`src/dcm_defs.svh`:
```
`ifndef DCM_DEFS_SVH
`define DCM_DEFS_SVH

// Command field widths and toggle group count
`define DCM_ADDR_W 6
`define DCM_SEL_W 2
`define DCM_DATA_W 12
`define DCM_GRP_N 5

// Register select code of the special command space
`define DCM_SEL_SPECIAL 2'h0

// Special command addresses
`define DCM_SPC_NOP 6'h00
`define DCM_SPC_PWR_DOWN 6'h08
`define DCM_SPC_PWR_UP 6'h09
`define DCM_SPC_MON_SEL 6'h0a
`define DCM_SPC_CTRL 6'h0c

// Control word bit positions
`define DCM_CW_PD_HIZ 11
`define DCM_CW_REF_LVL 10
`define DCM_CW_BOOST 9
`define DCM_CW_REF_INT 8
`define DCM_CW_MON_EN 7
`define DCM_CW_THERM_EN 6
`define DCM_CW_UNUSED 5
`define DCM_CW_TOG_HI 4
`define DCM_CW_TOG_LO 0

// Monitor address field inside the data word
`define DCM_MON_HI 11
`define DCM_MON_LO 6

// Control word reset value, reference level bit patched per variant
`define DCM_CW_RESET 12'h800

// Monitor decode limits
`define DCM_MON_LAST_CH 6'h26
`define DCM_MON_HIZ 6'h3f

// Channels per toggle group, as a shift
`define DCM_GRP_SHIFT 3

`endif

```
`src/dcm_pkg.sv`:
```
`default_nettype none
package dcm_pkg;
  // Power state of the output amplifiers
  typedef enum logic [1:0] {
    DCM_PWR_ON = 2'b00,
    DCM_PWR_SOFT_DOWN = 2'b01,
    DCM_PWR_THERMAL = 2'b10
  } dcm_pwr_t;
endpackage
`default_nettype wire

```
`src/dcm_mon_if.sv`:
```
`timescale 1ns/1ps
`default_nettype none
interface dcm_mon_if;
  logic load;
  logic [5:0] addr;
  logic enable;
  logic route_on;
  logic pin_hiz;
  logic undefined;
  logic [5:0] channel;
  modport ctrl (
    output load,
    output addr,
    output enable,
    input route_on,
    input pin_hiz,
    input undefined,
    input channel
  );
  modport dec (
    input load,
    input addr,
    input enable,
    output route_on,
    output pin_hiz,
    output undefined,
    output channel
  );
endinterface
`default_nettype wire

```
`src/dcm_mon_dec.sv`:
```
`timescale 1ns/1ps
`default_nettype none
`include "dcm_defs.svh"
module dcm_mon_dec (
  input wire logic core_clk,
  input wire logic rst,
  dcm_mon_if.dec mon
);
  typedef struct packed {
    logic [5:0] sel;
    logic route_on;
    logic pin_hiz;
    logic undefined;
  } dcm_mon_state_t;

  dcm_mon_state_t st;
  dcm_mon_state_t next_st;

  // Latch the selected address and decode the pin routing
  always_comb
  begin
    next_st = st;
    if (mon.load)
    begin
      next_st.sel = mon.addr;
    end
    // Pin is a plain output while monitoring is off
    next_st.route_on = mon.enable && (next_st.sel <= `DCM_MON_LAST_CH);
    next_st.pin_hiz = mon.enable && (next_st.sel == `DCM_MON_HIZ);
    next_st.undefined = mon.enable && (next_st.sel > `DCM_MON_LAST_CH)
      && (next_st.sel != `DCM_MON_HIZ);
  end

  // State register
  always_ff @(posedge core_clk)
  begin
    if (rst)
    begin
      st <= '{sel: `DCM_MON_HIZ, route_on: 1'b0, pin_hiz: 1'b0, undefined: 1'b0};
    end
    else
    begin
      st <= next_st;
    end
  end

  assign mon.route_on = st.route_on;
  assign mon.pin_hiz = st.pin_hiz;
  assign mon.undefined = st.undefined;
  assign mon.channel = st.sel;
endmodule
`default_nettype wire

```
`src/dcm_ctrl.sv`:
```
`timescale 1ns/1ps
`default_nettype none
`include "dcm_defs.svh"
module dcm_ctrl #(
  parameter int CHANNELS = 40,
  parameter logic REF_LEVEL_DEFAULT = 1'b1
) (
  input wire logic core_clk,
  input wire logic rst,
  input wire logic cmd_valid,
  input wire logic cmd_read,
  input wire logic cmd_ab_b,
  input wire logic [5:0] cmd_addr,
  input wire logic [1:0] cmd_sel,
  input wire logic [11:0] cmd_data,
  input wire logic load_strobe_n,
  input wire logic hw_powerdown,
  input wire logic over_temp,
  output logic rd_valid,
  output logic [11:0] rd_data,
  output logic cmd_refused,
  output logic data_wr,
  output logic data_wr_b,
  output logic [5:0] data_wr_channel,
  output logic [1:0] data_wr_sel,
  output logic [11:0] data_wr_value,
  output logic amps_off,
  output logic powerdown_output_state_bit,
  output logic internal_ref_level_bit,
  output logic amp_boost_bit,
  output logic ref_source_bit,
  output logic monitor_enable_bit,
  output logic thermal_shutdown_enable_bit,
  output logic [4:0] toggle_group_enables,
  output logic [4:0] toggle_group_uses_b,
  output logic last_channel_output,
  output logic monitor_output_pin,
  output logic monitor_pin_hiz,
  output logic monitor_undefined,
  output logic [5:0] monitor_channel_address
);
  // Refuse channel counts that the toggle groups or address field cannot cover
  if (CHANNELS < 1 || CHANNELS > (`DCM_GRP_N << `DCM_GRP_SHIFT))
  begin : g_chk
    $error("dcm_ctrl: CHANNELS out of range");
  end
  // Toggle field must hold exactly one enable per group
  if (`DCM_GRP_N != `DCM_CW_TOG_HI - `DCM_CW_TOG_LO + 1)
  begin : g_chk_grp
    $error("dcm_ctrl: toggle field does not match group count");
  end

  typedef struct packed {
    logic [11:0] ctrl;
    dcm_pkg::dcm_pwr_t pwr;
    logic amps_off;
    logic strobe_q;
    logic [4:0] tog_b;
    logic rd_valid;
    logic [11:0] rd_data;
    logic refused;
    logic data_wr;
    logic data_wr_b;
    logic [5:0] data_ch;
    logic [1:0] data_sel;
    logic [11:0] data_val;
    logic mon_load;
    logic [5:0] mon_addr;
    logic last_ch_dac;
  } dcm_state_t;

  dcm_state_t st;
  dcm_state_t next_st;
  dcm_mon_if mon_bus ();

  // Toggle group of a channel, or none past the last channel
  function automatic logic [4:0] group_mask(input logic [5:0] ch);
    logic [4:0] m;
    logic [2:0] g;
    m = 5'h00;
    g = 3'(ch >> `DCM_GRP_SHIFT);
    if (int'(ch) < CHANNELS)
    begin
      m[g] = 1'b1;
    end
    return m;
  endfunction

  // Reset value of the control word with the variant reference level
  function automatic logic [11:0] ctrl_reset();
    logic [11:0] v;
    v = `DCM_CW_RESET;
    v[`DCM_CW_REF_LVL] = REF_LEVEL_DEFAULT;
    return v;
  endfunction

  // Toggle group enable field of a control word
  function automatic logic [4:0] tog_field(input logic [11:0] w);
    return w[`DCM_CW_TOG_HI:`DCM_CW_TOG_LO];
  endfunction

  logic is_special;
  logic is_write;
  logic powered_down;
  logic strobe_fall;

  // Command classification
  assign is_special = (cmd_sel == `DCM_SEL_SPECIAL);
  assign is_write = cmd_valid && !cmd_read;
  assign powered_down = st.amps_off || hw_powerdown; // Registered amps_off or the live hw_powerdown input
  assign strobe_fall = st.strobe_q && !load_strobe_n;

  // Command decode, power state and toggle tracking
  always_comb
  begin
    next_st = st;
    next_st.rd_valid = 1'b0;
    next_st.refused = 1'b0;
    next_st.data_wr = 1'b0;
    next_st.mon_load = 1'b0;
    next_st.strobe_q = load_strobe_n;

    if (cmd_valid && is_special)
    begin
      case (cmd_addr)
        `DCM_SPC_CTRL:
        begin
          if (cmd_read)
          begin
            next_st.rd_valid = 1'b1;
            next_st.rd_data = st.ctrl;
          end
          else if (powered_down)
          begin
            next_st.refused = 1'b1;
          end
          else
          begin
            next_st.ctrl = cmd_data;
          end
        end
        `DCM_SPC_MON_SEL:
        begin
          if (is_write && powered_down)
          begin
            next_st.refused = 1'b1;
          end
          else if (is_write)
          begin
            next_st.mon_load = 1'b1;
            next_st.mon_addr = cmd_data[`DCM_MON_HI:`DCM_MON_LO];
          end
        end
        `DCM_SPC_PWR_DOWN:
        begin
          if (is_write)
          begin
            next_st.pwr = dcm_pkg::DCM_PWR_SOFT_DOWN;
          end
        end
        `DCM_SPC_PWR_UP:
        begin
          // Stays down while the die is still hot and thermal shutdown is enabled
          if (is_write && !(st.ctrl[`DCM_CW_THERM_EN] && over_temp))
          begin
            next_st.pwr = dcm_pkg::DCM_PWR_ON;
          end
        end
        `DCM_SPC_NOP:
        begin
          // No operation, state kept as is
          next_st.pwr = st.pwr;
        end
        default:
        begin
          next_st.pwr = st.pwr;
        end
      endcase
    end
    else if (is_write)
    begin
      // Data, offset or gain write passed on to the channel store, refused while powered down
      if (powered_down)
      begin
        next_st.refused = 1'b1;
      end
      else
      begin
        next_st.data_wr = 1'b1;
        next_st.data_ch = cmd_addr;
        next_st.data_sel = cmd_sel;
        next_st.data_val = cmd_data;
        next_st.data_wr_b = cmd_ab_b
          && |(group_mask(cmd_addr) & tog_field(st.ctrl));
      end
    end

    // Thermal shutdown overrides while powered
    if (next_st.pwr == dcm_pkg::DCM_PWR_ON && st.ctrl[`DCM_CW_THERM_EN] && over_temp)
    begin
      next_st.pwr = dcm_pkg::DCM_PWR_THERMAL;
    end
    next_st.amps_off = (next_st.pwr != dcm_pkg::DCM_PWR_ON) || hw_powerdown;

    // Load strobe swaps enabled groups; disabled groups fall back to A
    if (strobe_fall)
    begin
      next_st.tog_b = st.tog_b ^ tog_field(st.ctrl);
    end
    next_st.tog_b = next_st.tog_b & tog_field(next_st.ctrl);
    // Last channel stays a plain output unless monitoring is on
    next_st.last_ch_dac = !next_st.ctrl[`DCM_CW_MON_EN];
  end

  // State register
  always_ff @(posedge core_clk)
  begin
    if (rst)
    begin
      st.ctrl <= ctrl_reset();
      st.pwr <= dcm_pkg::DCM_PWR_ON;
      st.amps_off <= 1'b0;
      st.strobe_q <= 1'b1;
      st.tog_b <= 5'h00;
      st.rd_valid <= 1'b0;
      st.rd_data <= 12'h000;
      st.refused <= 1'b0;
      st.data_wr <= 1'b0;
      st.data_wr_b <= 1'b0;
      st.data_ch <= 6'h00;
      st.data_sel <= 2'h0;
      st.data_val <= 12'h000;
      st.mon_load <= 1'b0;
      st.mon_addr <= 6'h00;
      st.last_ch_dac <= 1'b1; // Monitor is off after reset
    end
    else
    begin
      st <= next_st;
    end
  end

  // Monitor decoder link
  assign mon_bus.load = st.mon_load;
  assign mon_bus.addr = st.mon_addr;
  assign mon_bus.enable = st.ctrl[`DCM_CW_MON_EN];

  dcm_mon_dec i_dcm_mon_dec (
    .core_clk(core_clk),
    .rst(rst),
    .mon(mon_bus.dec)
  );

  // Register outputs
  assign rd_valid = st.rd_valid;
  assign rd_data = st.rd_data;
  assign cmd_refused = st.refused;
  assign data_wr = st.data_wr;
  assign data_wr_b = st.data_wr_b;
  assign data_wr_channel = st.data_ch;
  assign data_wr_sel = st.data_sel;
  assign data_wr_value = st.data_val;
  assign amps_off = st.amps_off;

  // Control word fields
  assign powerdown_output_state_bit = st.ctrl[`DCM_CW_PD_HIZ];
  assign internal_ref_level_bit = st.ctrl[`DCM_CW_REF_LVL];
  assign amp_boost_bit = st.ctrl[`DCM_CW_BOOST];
  assign ref_source_bit = st.ctrl[`DCM_CW_REF_INT];
  assign monitor_enable_bit = st.ctrl[`DCM_CW_MON_EN];
  assign thermal_shutdown_enable_bit = st.ctrl[`DCM_CW_THERM_EN];
  assign toggle_group_enables = tog_field(st.ctrl);
  assign toggle_group_uses_b = st.tog_b;

  // Monitor pin routing
  assign last_channel_output = st.last_ch_dac;
  assign monitor_output_pin = mon_bus.route_on;
  assign monitor_pin_hiz = mon_bus.pin_hiz;
  assign monitor_undefined = mon_bus.undefined;
  assign monitor_channel_address = mon_bus.channel;
endmodule
`default_nettype wire

```
`config.mk`:
```
export PLATFORM = sky130hd
export DESIGN_NAME = dcm_ctrl
export DESIGN_NICKNAME = d
export VERILOG_FILES = /design/src/dcm_pkg.sv /design/src/dcm_mon_if.sv /design/src/dcm_mon_dec.sv /design/src/dcm_ctrl.sv
export VERILOG_INCLUDE_DIRS = /design/src
export SDC_FILE = /design/constraint.sdc
export NUM_CORES = 1
export LEC_CHECK = 0
export ABC_AREA = 1
export BUFFER_PORTS_ARGS = -buffer_cell sky130_fd_sc_hd__buf_2
export CAP_MARGIN = 5
export CORE_MARGIN = 4
export CORE_UTILIZATION = 45
export CTS_BUF_LIST = sky130_fd_sc_hd__clkbuf_4 sky130_fd_sc_hd__clkbuf_8 sky130_fd_sc_hd__clkbuf_16
export CTS_CLUSTER_DIAMETER = 120
export CTS_CLUSTER_SIZE = 40
export DETAILED_ROUTE_END_ITERATION = 12
export PLACE_DENSITY = 0.71
export SLEW_MARGIN = 10
export SYNTH_ARGS = -nofsm -noshare
export SYNTH_HDL_FRONTEND = slang
export SYNTH_SLANG_ARGS = --single-unit
```
`constraint.sdc`:
```
create_clock -name core_clk -period 2.4 [get_ports core_clk]
set_input_delay 0.12 -clock core_clk [delete_from_list [all_inputs] [get_ports core_clk]]
set_output_delay 0.12 -clock core_clk [all_outputs]
set_load 0.005 [all_outputs]
```
== Word level (Yosys, flattened, before mapping) ==
Cells that the tools add are included.
W data, S select, Z words.

* Equality and inequality tests: 6
* Reduce and logical (&&, ||, !) cells: 31
* Bitwise gates (word level): 10
* Order comparisons: 5
* Muxes and demuxes: 25

{| class="wikitable"
|+ Operators with widths
! operator !! count
|-
| $mux W5 || 5
|-
| $eq A6 B4 Y1 const B || 4
|-
| $mux W8 || 3
|-
| $mux W23 || 1
|-
| $mux W22 || 1
|-
| $logic_and A1 B1 Y1 || 14
|-
| $mux W13 || 1
|-
| $and A5 B5 Y5 || 2
|-
| $mux W10 || 1
|-
| $reduce_and A4 Y1 || 2
|-
| $mux W7 || 1
|-
| $not A1 Y1 || 7
|-
| $eq A6 B6 Y1 const B || 1
|-
| $gt A6 B6 Y1 const B || 1
|-
| $le A6 B6 Y1 const B || 1
|-
| $lt A6 B6 Y1 const B || 1
|-
| $mux W2 || 3
|-
| $mux W6 || 1
|-
| $ne A6 B6 Y1 const B || 1
|-
| $reduce_and A3 Y1 || 2
|-
| $reduce_or A3 Y1 || 2
|-
| $mux W1 || 5
|-
| $reduce_or A5 Y1 || 1
|-
| $xor A5 B5 Y5 || 1
|-
| other kinds (10) || 15
|}

* Flip-flop bits (word level): 74
* Word-level logic and storage cells: 98

== Depth between registers and ports, before layout ==
Gate-level depths: netlist of run 1.

* Depth in word-level cells: 14
* Mapped depth: 11
* Mapped depth without buffers: 11

== Modules after synthesis ==
Synthesis of run 1 repeated with hierarchy kept, for this count alone.

* Cells, all modules: 417
* Area total of the unflattened synthesis: 3402.0 um^2

{| class="wikitable"
|+ By module, submodules not included
! module !! cells each !! area an instance (um^2) !! instances !! sequential area each (um^2)
|-
| dcm_ctrl || 364 || 3030.4 || 1 || 1301.2
|-
| dcm_mon_dec || 53 || 371.6 || 1 || 180.2
|}

== Worst setup path before layout of run 1 ==
OpenSTA, ideal clock, no wires.

* Kind: reg2reg
* From: reg, netlist name amps_off
* To: reg st (netlist bit data_wr_channel[3])
* Path buffers: 2
* Stages on the path, launching flop included: 8
* Required time: 2.279 ns
* Library setup time: 0.121 ns
* Arrival: 1.153 ns
* Slack: 1.126 ns
* Period minus slack after synthesis: 1.274 ns
* Path through: dfxtp_1 -> or2_4 -> nor2_2 -> nand2_2 -> inv_2 -> buf_4 -> buf_4 -> a21oi_1

* Word-level cells in the longest chain between the ends: 3

{| class="wikitable"
|+ RTL lines
! item !! RTL line !! source
|-
| $logic_or A1 B1 Y1 || dcm_ctrl.sv:110 || <nowiki>assign powered_down = st.amps_off || hw_powerdown;</nowiki>
|-
| $not A1 Y1 (no line) || n/a ||
|-
| $reduce_and A3 Y1 (no line) || n/a ||
|-
| end signal, assigned || dcm_ctrl.sv:239 || <nowiki>st <= next_st;</nowiki>
|-
| end, declared || dcm_ctrl.sv:72 || <nowiki>dcm_state_t st;</nowiki>
|}

No other way between the ends.
A chain may end at the register's enable or synchronous reset.

== Final worst setup path of run 1 ==
* From: in hw_powerdown
* To: reg st (netlist bit data_wr_channel[3])

* Word-level cells in the longest chain between the ends: 3

{| class="wikitable"
|+ RTL lines
! item !! RTL line !! source
|-
| start, declared || dcm_ctrl.sv:17 || <nowiki>input wire logic hw_powerdown,</nowiki>
|-
| $logic_or A1 B1 Y1 || dcm_ctrl.sv:110 ||
|-
| $not A1 Y1 (no line) || n/a ||
|-
| $reduce_and A3 Y1 (no line) || n/a ||
|}

No other way between the ends.

==> results.yml, run 1 <==
outcome:
  outcome: "complete, no violations"
setup_path:
  start_kind: "input port"
  r2r_start: "amps_off"
  critPathArrivalTime_ns: 2.04
  r2r_slack_ns: 0.76
  r2r_cells: 6
  cp-startpoint: "hw_powerdown"
  crit_path_end_kind: "flop"
  crit_type: "in -> reg"
  path_max_fanout: 29
  r2r_end: "data_wr_channel[3]"
  required_ns: 2.68
run:
  cap_violations: 0
cts:
  path_clk_slew_ns: 0.07
  cts_buffers: 9
  cts_tree: "done"
  post_cts_buffers: 0
  clk_latency_ns: 0.35
  cts_resized: 0
  clock_sinks: 74
  root_buffer: "clkbuf_8"
  clockBufferDepth: 2
  hold_buffers: 1
  htreeDepth: 3
detailed_routing:
  wl_per_cell_um: 12.8
  vias_per_cell: 4.60
  ant_nets: 0
  vias: 2593
  dr.pass1.iters: 4
  wirelength_mm: 7.19
  drc: 0
  drtIter0Drc: 117
yosys:
  synth_top_area_cell: "dfxtp_1"
  synth_nets: 445
  yosys-top-cells-count: "dfxtp_1, nor2_1, nand2_1, buf_4, o21ai_0"
  ys_seq_elements: 74
  netlist_area_um2: 3220
  yosysSeqAreaShare: 0.460
  yosysMostFrequentCell: "dfxtp_1"
  synth_area_leaders: "dfxtp_1, buf_4, nor2_1, nand2_1, o21ai_0"
  ys.flop_type: "dfxtp_1"
  synth_top_area_frac: 0.460
  syn_avg_cell_area_um2: 7.72
  yosysWarnings: 0
  syn_inst: 417
  synth-edff-count: 0
  synth.distinct_cells: 28
  synthArstFlopShare: 0
power:
  vdd_drop_max_uv: 295
  p_sw_mw: 0.555
  seq_power_share: 0.529
  power_leakage_nw: 1.74
  p_int_mw: 1.82
  clkPwrFrac: 0.410
  power_density_nw_per_um2: 655
  power_frac_comb: 0.061
  p_sw_frac: 0.234
sta:
  relSlewSlack: 0.574
  period_needed_ns: 1.76
  setup_ws_ns: 0.636
  tightest_slew_ns: 0.638
  skew_ns: 0.00372
  slew_viol_final: 0
  fmax_mhz: 567
  finalSetupTns_ns: 0
  rsz0062_at_grt: "no"
  final_hold_viol_count: 0
  finalCritPeriodShare: 0.735
  setup_violations: 0
placement:
  dp_hpwl_mm: 5.31
  place_ws_ns: 0.728
  port_buffers: 90
  gp_congestion: 0.796
worst_hold_path:
  hold_class: "in -> reg"
  hp-start: "load_strobe_n"
  whs_path_depth: 3
  hold_path_end: "st[49]"
grt:
  antenna_found_initial: 0
  grt_max_degree: 38
  grt_pass1_vias: 2394
  grtUsageTotal: 0.176
  grt_pass1_wl_mm: 11.8
  overflow: 0
finish:
  syn_to_final_growth_pct: 12.5
  layout.nets: 491
  drive_gt1_frac: 0.282
  n_antenna_cell: 0
floorplan:
  dieArea_um2: 8570
  die_w_um: 92.6
  die_h_um: 92.6
  io_pins: 91
  rows: 30
  coreArea_um2: 6870
  start_util: 0.468
-- registers in the layout, indices dropped and copies added, names as in the netlist, 2 cells and up --
signal                     count
toggle_group_uses_b            5
i_dcm_mon_dec.mon.channel      6
mon_bus.addr                   6
data_wr_channel                6
data_wr_value                 12
st                             4
rd_data                       12
data_wr_sel                    2
toggle_group_enables           5
-- metrics by stage --
step	area (um^2)	util	cells	power, mW	hold slack [ns]
after global placement	3400	0.495	546	1.43	0.358
after detailed placement	3400	0.495	546	1.43	0.363
after floorplan	3220	-	417	1.38	0.218
after global routing	3620	0.527	564	2.47	0.0264
after CTS	3610	0.526	563	2.40	0.000421
final	3620	0.527	564	2.37	0.0242
-- power by group through the flow --
stage	clock network (mW)	logic, mW	registers (mW)
global placement	0	0.141	1.28
CTS	0.998	0.145	1.26
global route	1.05	0.164	1.26
finish	0.972	0.145	1.26
detailed placement	0	0.143	1.28
floorplan	0	0.0987	1.28
-- how the worst max path moves through the flow --
stage,endpoint,slack [ns]
after floorplan,data_wr_channel[3],1.13
after global placement,rd_data[9],0.73
after detailed placement,rd_data[9],0.73
after CTS,data_wr_value[0],0.76
after global routing,data_wr_value[0],0.43
final,data_wr_channel[3],0.64
-- critical path: stages --
cell,delay [ns]
dlygate4sd3_1,0.53
buf_2,0.13
or2_4,0.28
nor2_2,0.14
nand2_2,0.17
inv_2,0.39
o21ai_0,0.14
a21oi_1,0.14
-- kinds of logic (layout without fill, tap and decap cells) --
| family | count (synthesis) | in the layout | share of synthesized area |
|---|---|---|---|
| compound gates | 71 | 71 | 0.112 |
| simple gates | 175 | 175 | 0.247 |
| buf+inv | 92 | 143 | 0.166 |
| xor+xnor | 5 | 5 | 0.0136 |
| flops | 74 | 74 | 0.460 |
-- final cells by class --
class | instances | area, um^2
flip-flops and latches | 74 | 1480
repair buffers | 93 | 490
fillers | 708 | 3250
clock buffers | 11 | 145
well taps | 96 | 120
multi-input cells | 251 | 1200
clock inverters | 5 | 53.8
inverters | 34 | 128
-- metal layers --
metal | track usage | up-vias | share of wire
li1 | - | 1374 | -
met1 | 0.238 | 1141 | 0.48
met2 | 0.261 | 71 | 0.45
met3 | 0.0463 | 7 | 0.063
met4 | 0.0817 | 0 | 0.014
met5 | 0 | - | 0
-- layout by cell type, fill, tap and decap left out, types with 2 or more instances in the layout --
cell type      Yosys  layout
a21oi_1           20      20
buf_2              4      90
clkbuf_8           0      10
clkinv_2           0       3
dfxtp_1           74      74
dlygate4sd3_1      0       2
inv_1             31      31
inv_2              3       3
nand2_1           58      58
nand2_2            3       3
nand3_1           19      19
nand4_1            2       2
nor2_1            73      73
nor2_2             7       7
nor2_4             3       3
nor3_1             2       2
nor3_2             4       4
o21ai_0           40      40
o21ai_1            9       9
xor2_1             5       5
No activity file was read; power rests on OpenSTA's default activity.
==> run 2, diff against run 1 <==
- PLACE_DENSITY: 0.71 -> 0.73
- clock period: 2.4 -> 1.48 ns (I/O delays scaled with it)
==> run 2 against run 1 <==
Non-clock buffer count is 23 higher. Largest cell class unchanged. Critical endpoint is now toggle_group_enables[3]. Via count up 3.1%. Setup slack worse by 0.55 ns. Sequential power rose by 61%. Register-to-register slack lost 0.62 ns. Worst hold slack worse by 0.0029 ns. Critical path depth increased by 3. Design area is 6.4% higher. Power up 62%. First-iteration DRC count fell by 17%. Sequential cell count unchanged.
==> results.yml, run 2 (same netlist as run 1, synthesis figures left out) <==
sta:
  slew_viol_final: 0
  skew_ns: 0.00520
  relSlewSlack: 0.728
  finalCritPeriodShare: 0.941
  fmax_mhz: 718
  hold_ws_ns: 0.0214
  tightest_slew_ns: 0.407
  setup_violations: 0
  period_needed_ns: 1.39
  final_hold_viol_count: 0
placement:
  dp_hpwl_mm: 5.36
  gp_congestion: 0.773
  placed_area_um2: 3450
  port_buffers: 90
floorplan:
  dieArea_um2: 8570
  die_h_um: 92.6
  die_w_um: 92.6
  io_pins: 91
  rows: 30
  start_util: 0.468
  coreArea_um2: 6870
power:
  p_total_mw: 3.84
  power_leakage_nw: 1.83
  vdd_drop_max_uv: 627
  power_density_nw_per_um2: 998
cts:
  htreeDepth: 3
  clk_latency_ns: 0.34
  root_buffer: "clkbuf_8"
  cts_tree: "done"
  path_clk_slew_ns: 0.07
  clockBufferDepth: 2
  clock_sinks: 74
  cts_buffers: 9
setup_path:
  critPathArrivalTime_ns: 1.64
  start_kind: "input port"
  crit_type: "in -> reg"
  crit_path_end_kind: "flop"
  required_ns: 1.72
  path_max_fanout: 13
grt:
  grtUsageTotal: 0.182
  grt_pass1_vias: 2544
  overflow: 0
  grt_max_degree: 22
  antenna_found_initial: 0
  grt_pass1_wl_mm: 12.3
detailed_routing:
  vias: 2673
  drc: 0
  wl_per_cell_um: 12.6
  dr.pass1.iters: 4
  ant_nets: 0
  drtIter0Drc: 97
  wirelength_mm: 7.42
  vias_per_cell: 4.55
finish:
  n_antenna_cell: 0
  syn_to_final_growth_pct: 19.6
  final_util: 0.560
  finalInstanceArea_um2: 3850
  drive_gt1_frac: 0.301
  mostFrequentLayoutCells: "buf_2, dfxtp_1, nor2_1"
  final_common_cell: "buf_2"
  layout.nets: 514
worst_hold_path:
  hold_class: "in -> reg"
outcome:
  outcome: "complete, no violations"
run:
  cap_violations: 0
==> run 2: cell types whose count changed in the layout (fill, tap and decap cells not counted), sizes merged <==
cell	before	now
clkinv	4	2
buf	91	101
dlygate4sd3	2	15
clkinvlp	0	2
==> run 2: final cells by class <==
class,count,area (um^2)
Inverter,34,128
Clock inverter,5,55.1
Sequential cell,74,1480
Clock buffer,11,139
Fill cell,659,3020
Timing Repair Buffer,116,708
Tap cell,96,120
Multi-Input combinational cell,251,1220
==> run 2: report_power, final <==
group	internal [mW]	leakage [nW]	total (mW)	switching (mW)
Clock	0.810	0.0962	1.54	0.725
Sequential	2.02	0.599	2.03	0.0150
Combinational	0.121	1.14	0.274	0.153
==> run 2: path summary, 6_finish.rpt <==
kind	end	slack [ns]	depth (start not counted)	startpoint
worst max-delay path	toggle_group_enables[3]	0.09	11	cmd_addr[0]
worst min-delay path	data_wr_sel[1]	0.02	3	cmd_sel[1]
worst max register to register	data_wr_value[9]	0.14	6	amps_off
worst min register to register	mon_bus.addr[3]	0.46	2	mon_bus.addr[3]
==> run 2: worst max-delay path: stages <==
cell	delay [ns]
dlygate4sd3_1	0.52
buf_2	0.14
nor2_1	0.10
inv_1	0.08
nor2_4	0.12
nand2_4	0.08
nor2_8	0.16
buf_12	0.15
nand2_1	0.07
nand2_2	0.09
nor2_1	0.04
==> run 2: routing by layer <==
layer	routed length (um)	GRT usage	share of wire
met3	414	0.0406	0.056
met1	3520	0.240	0.47
met4	128	0.0953	0.017
met5	0	0	0
met2	3360	0.279	0.45
==> run 2: metrics by stage <==
step	instances	setup TNS (ns)	worst slack (ns)
floorplan	417	0	0.206
global route	587	-0.00165	-0.00165
finish	587	0	0.0878
detailed placement	553	0	0.0706
CTS	584	0	0.0175
global placement	553	0	0.141
==> run 2: what timing repair did <==
action / CTS / global route
gates resized for setup: 0 / 6
hold endpoints to repair: 16 / 0
hold buffers: 15 / 0
endpoints found under the setup margin: 0 / 35
setup buffers: 0 / 3
==> run 3, diff against run 2 <==
- CORE_UTILIZATION: 45 -> 30
- PLACE_DENSITY: 0.73 -> not set
- SLEW_MARGIN: 10 -> 20
==> run 3 against run 2 <==
Clock skew barely moved. Routed wire length rose by 6.7%. Setup slack improved by 0.042 ns. First-iteration DRC count rose by 22%. Design area fell by 0.91%. Worst hold slack got worse by 0.0054 ns. Sequential power barely moved. Power fell by 6.5%. Clock power fell by 17%. Core utilization fell by 19 points. Die area rose by 45%. Largest power group unchanged.
==> results.yml, run 3 (same netlist as run 1, synthesis figures left out) <==
outcome:
  outcome: "complete, no violations"
detailed_routing:
  dr.pass1.iters: 4
  wirelength_mm: 7.92
  vias_per_cell: 4.42
  wl_per_cell_um: 12.8
  drc: 0
  drtIter0Drc: 118
  vias: 2745
  ant_nets: 0
setup_path:
  required_ns: 1.76
  crit_path_end_kind: "flop"
  slowest_stage: "dfxtp_1"
  path_cells: "or2_4, nor2_4, nand2_4, inv_2, buf_12, o21ai_0, a21oi_1"
  critPathArrivalTime_ns: 1.63
  path_max_fanout: 21
  max_stage_delay_ns: 0.32
  start_kind: "flop"
  crit_type: "reg -> reg"
power:
  power_leakage_nw: 1.80
  p_sw_frac: 0.247
  power_frac_comb: 0.077
  vdd_drop_max_uv: 317
  clkPwrFrac: 0.357
  p_int_mw: 2.71
  power_density_nw_per_um2: 942
  p_sw_mw: 0.887
  seq_power_share: 0.566
sta:
  rsz0062_at_grt: "no"
  fmax_mhz: 741
  final_hold_viol_count: 0
  relSlewSlack: 0.784
  setup_violations: 0
  finalSetupTns_ns: 0
  slew_viol_final: 0
  tightest_slew_ns: 0.323
  finalCritPeriodShare: 0.912
  period_needed_ns: 1.35
  skew_ns: 0.00556
worst_hold_path:
  hold_class: "in -> reg"
finish:
  n_antenna_cell: 0
  final_util: 0.368
  drive_gt1_frac: 0.282
  syn_to_final_growth_pct: 18.5
  fillers: 1137
  final_common_cell: "buf_2"
  mostFrequentLayoutCells: "buf_2, dfxtp_1, nor2_1"
  layout.nets: 511
floorplan:
  die_w_um: 112
  coreArea_um2: 10400
  rows: 37
  die_h_um: 112
  start_util: 0.310
  dieArea_um2: 12400
  io_pins: 91
placement:
  gp_congestion: 0.836
  port_buffers: 90
  dp_hpwl_mm: 5.99
grt:
  grt_max_degree: 33
  antenna_found_initial: 0
  grt_pass1_wl_mm: 13.1
  grtUsageTotal: 0.130
  overflow: 0
  grt_pass1_vias: 2687
cts:
  htreeDepth: 3
  clock_sinks: 74
  clockBufferDepth: 2
  cts_tree: "done"
  path_clk_slew_ns: 0.07
  cts_buffers: 9
  clk_latency_ns: 0.35
  root_buffer: "clkbuf_8"
run:
  cap_violations: 0
-- run 3: stage by stage --
| step | instance area [um^2] | hold WS (ns) | total power, mW | cells | worst slack (ns) |
|---|---|---|---|---|---|
| floorplan | 3220 | 0.172 | 2.24 | 417 | 0.206 |
| global placement | 3500 | 0.309 | 2.32 | 593 | 0.109 |
| detailed placement | 3500 | 0.318 | 2.33 | 593 | 0.0559 |
| CTS | 3800 | 0.00383 | 3.64 | 621 | 0.0505 |
| global route | 3810 | 0.0204 | 3.75 | 621 | 0.00552 |
| finish | 3810 | 0.0159 | 3.60 | 621 | 0.130 |
-- run 3: cell type report --
cell class | instances | area, um^2 | area share
inverter | 34 | 128 | 0.0335
timing repair buffer | 113 | 673 | 0.176
clock buffer | 9 | 124 | 0.0325
multi-input combinational | 251 | 1220 | 0.319
clock inverter | 4 | 22.5 | 0.00590
tap | 136 | 170 | 0.0446
sequential | 74 | 1480 | 0.388
-- run 3: power by group through the flow --
stage	combinational (mW)	sequential [mW]	clock, mW
finish	0.276	2.03	1.28
global route	0.313	2.04	1.40
CTS	0.275	2.03	1.33
detailed placement	0.244	2.08	0
global placement	0.243	2.08	0
floorplan	0.160	2.08	0
-- run 3: worst paths after layout --
check	slack, ns	cells past startpoint	from	endpoint
worst min register to register	0.45	2	mon_bus.addr[2]	mon_bus.addr[2]
worst min-delay path	0.02	3	cmd_addr[0]	data_wr_channel[0]
worst max-delay path	0.13	7	amps_off	data_wr_value[2]
worst max register to register	0.13	7	amps_off	data_wr_value[2]
-- run 3: repair_timing --
item	in CTS	in global routing
gates resized for setup	0	3
hold endpoints to repair	17	0
setup buffers	0	0
hold buffers	15	0
endpoints found under the setup margin	0	23
-- run 3: metal layers --
layer  GRT usage  routed length [um]  vias up
met5           0                   0        -
met4      0.0495                 147        0
met3      0.0413                 452       12
met2       0.207                3630       74
met1       0.165                3690     1253
li1            -                   -     1406
-- run 3: critical path: cells and delay by family, from the launching register on --
family | cells | cell delay (ns)
AOI/OAI and AO/OA | 2 | 0.21
buffers and inverters | 2 | 0.22
DFF | 1 | 0.32
and+or+nand+nor | 3 | 0.52
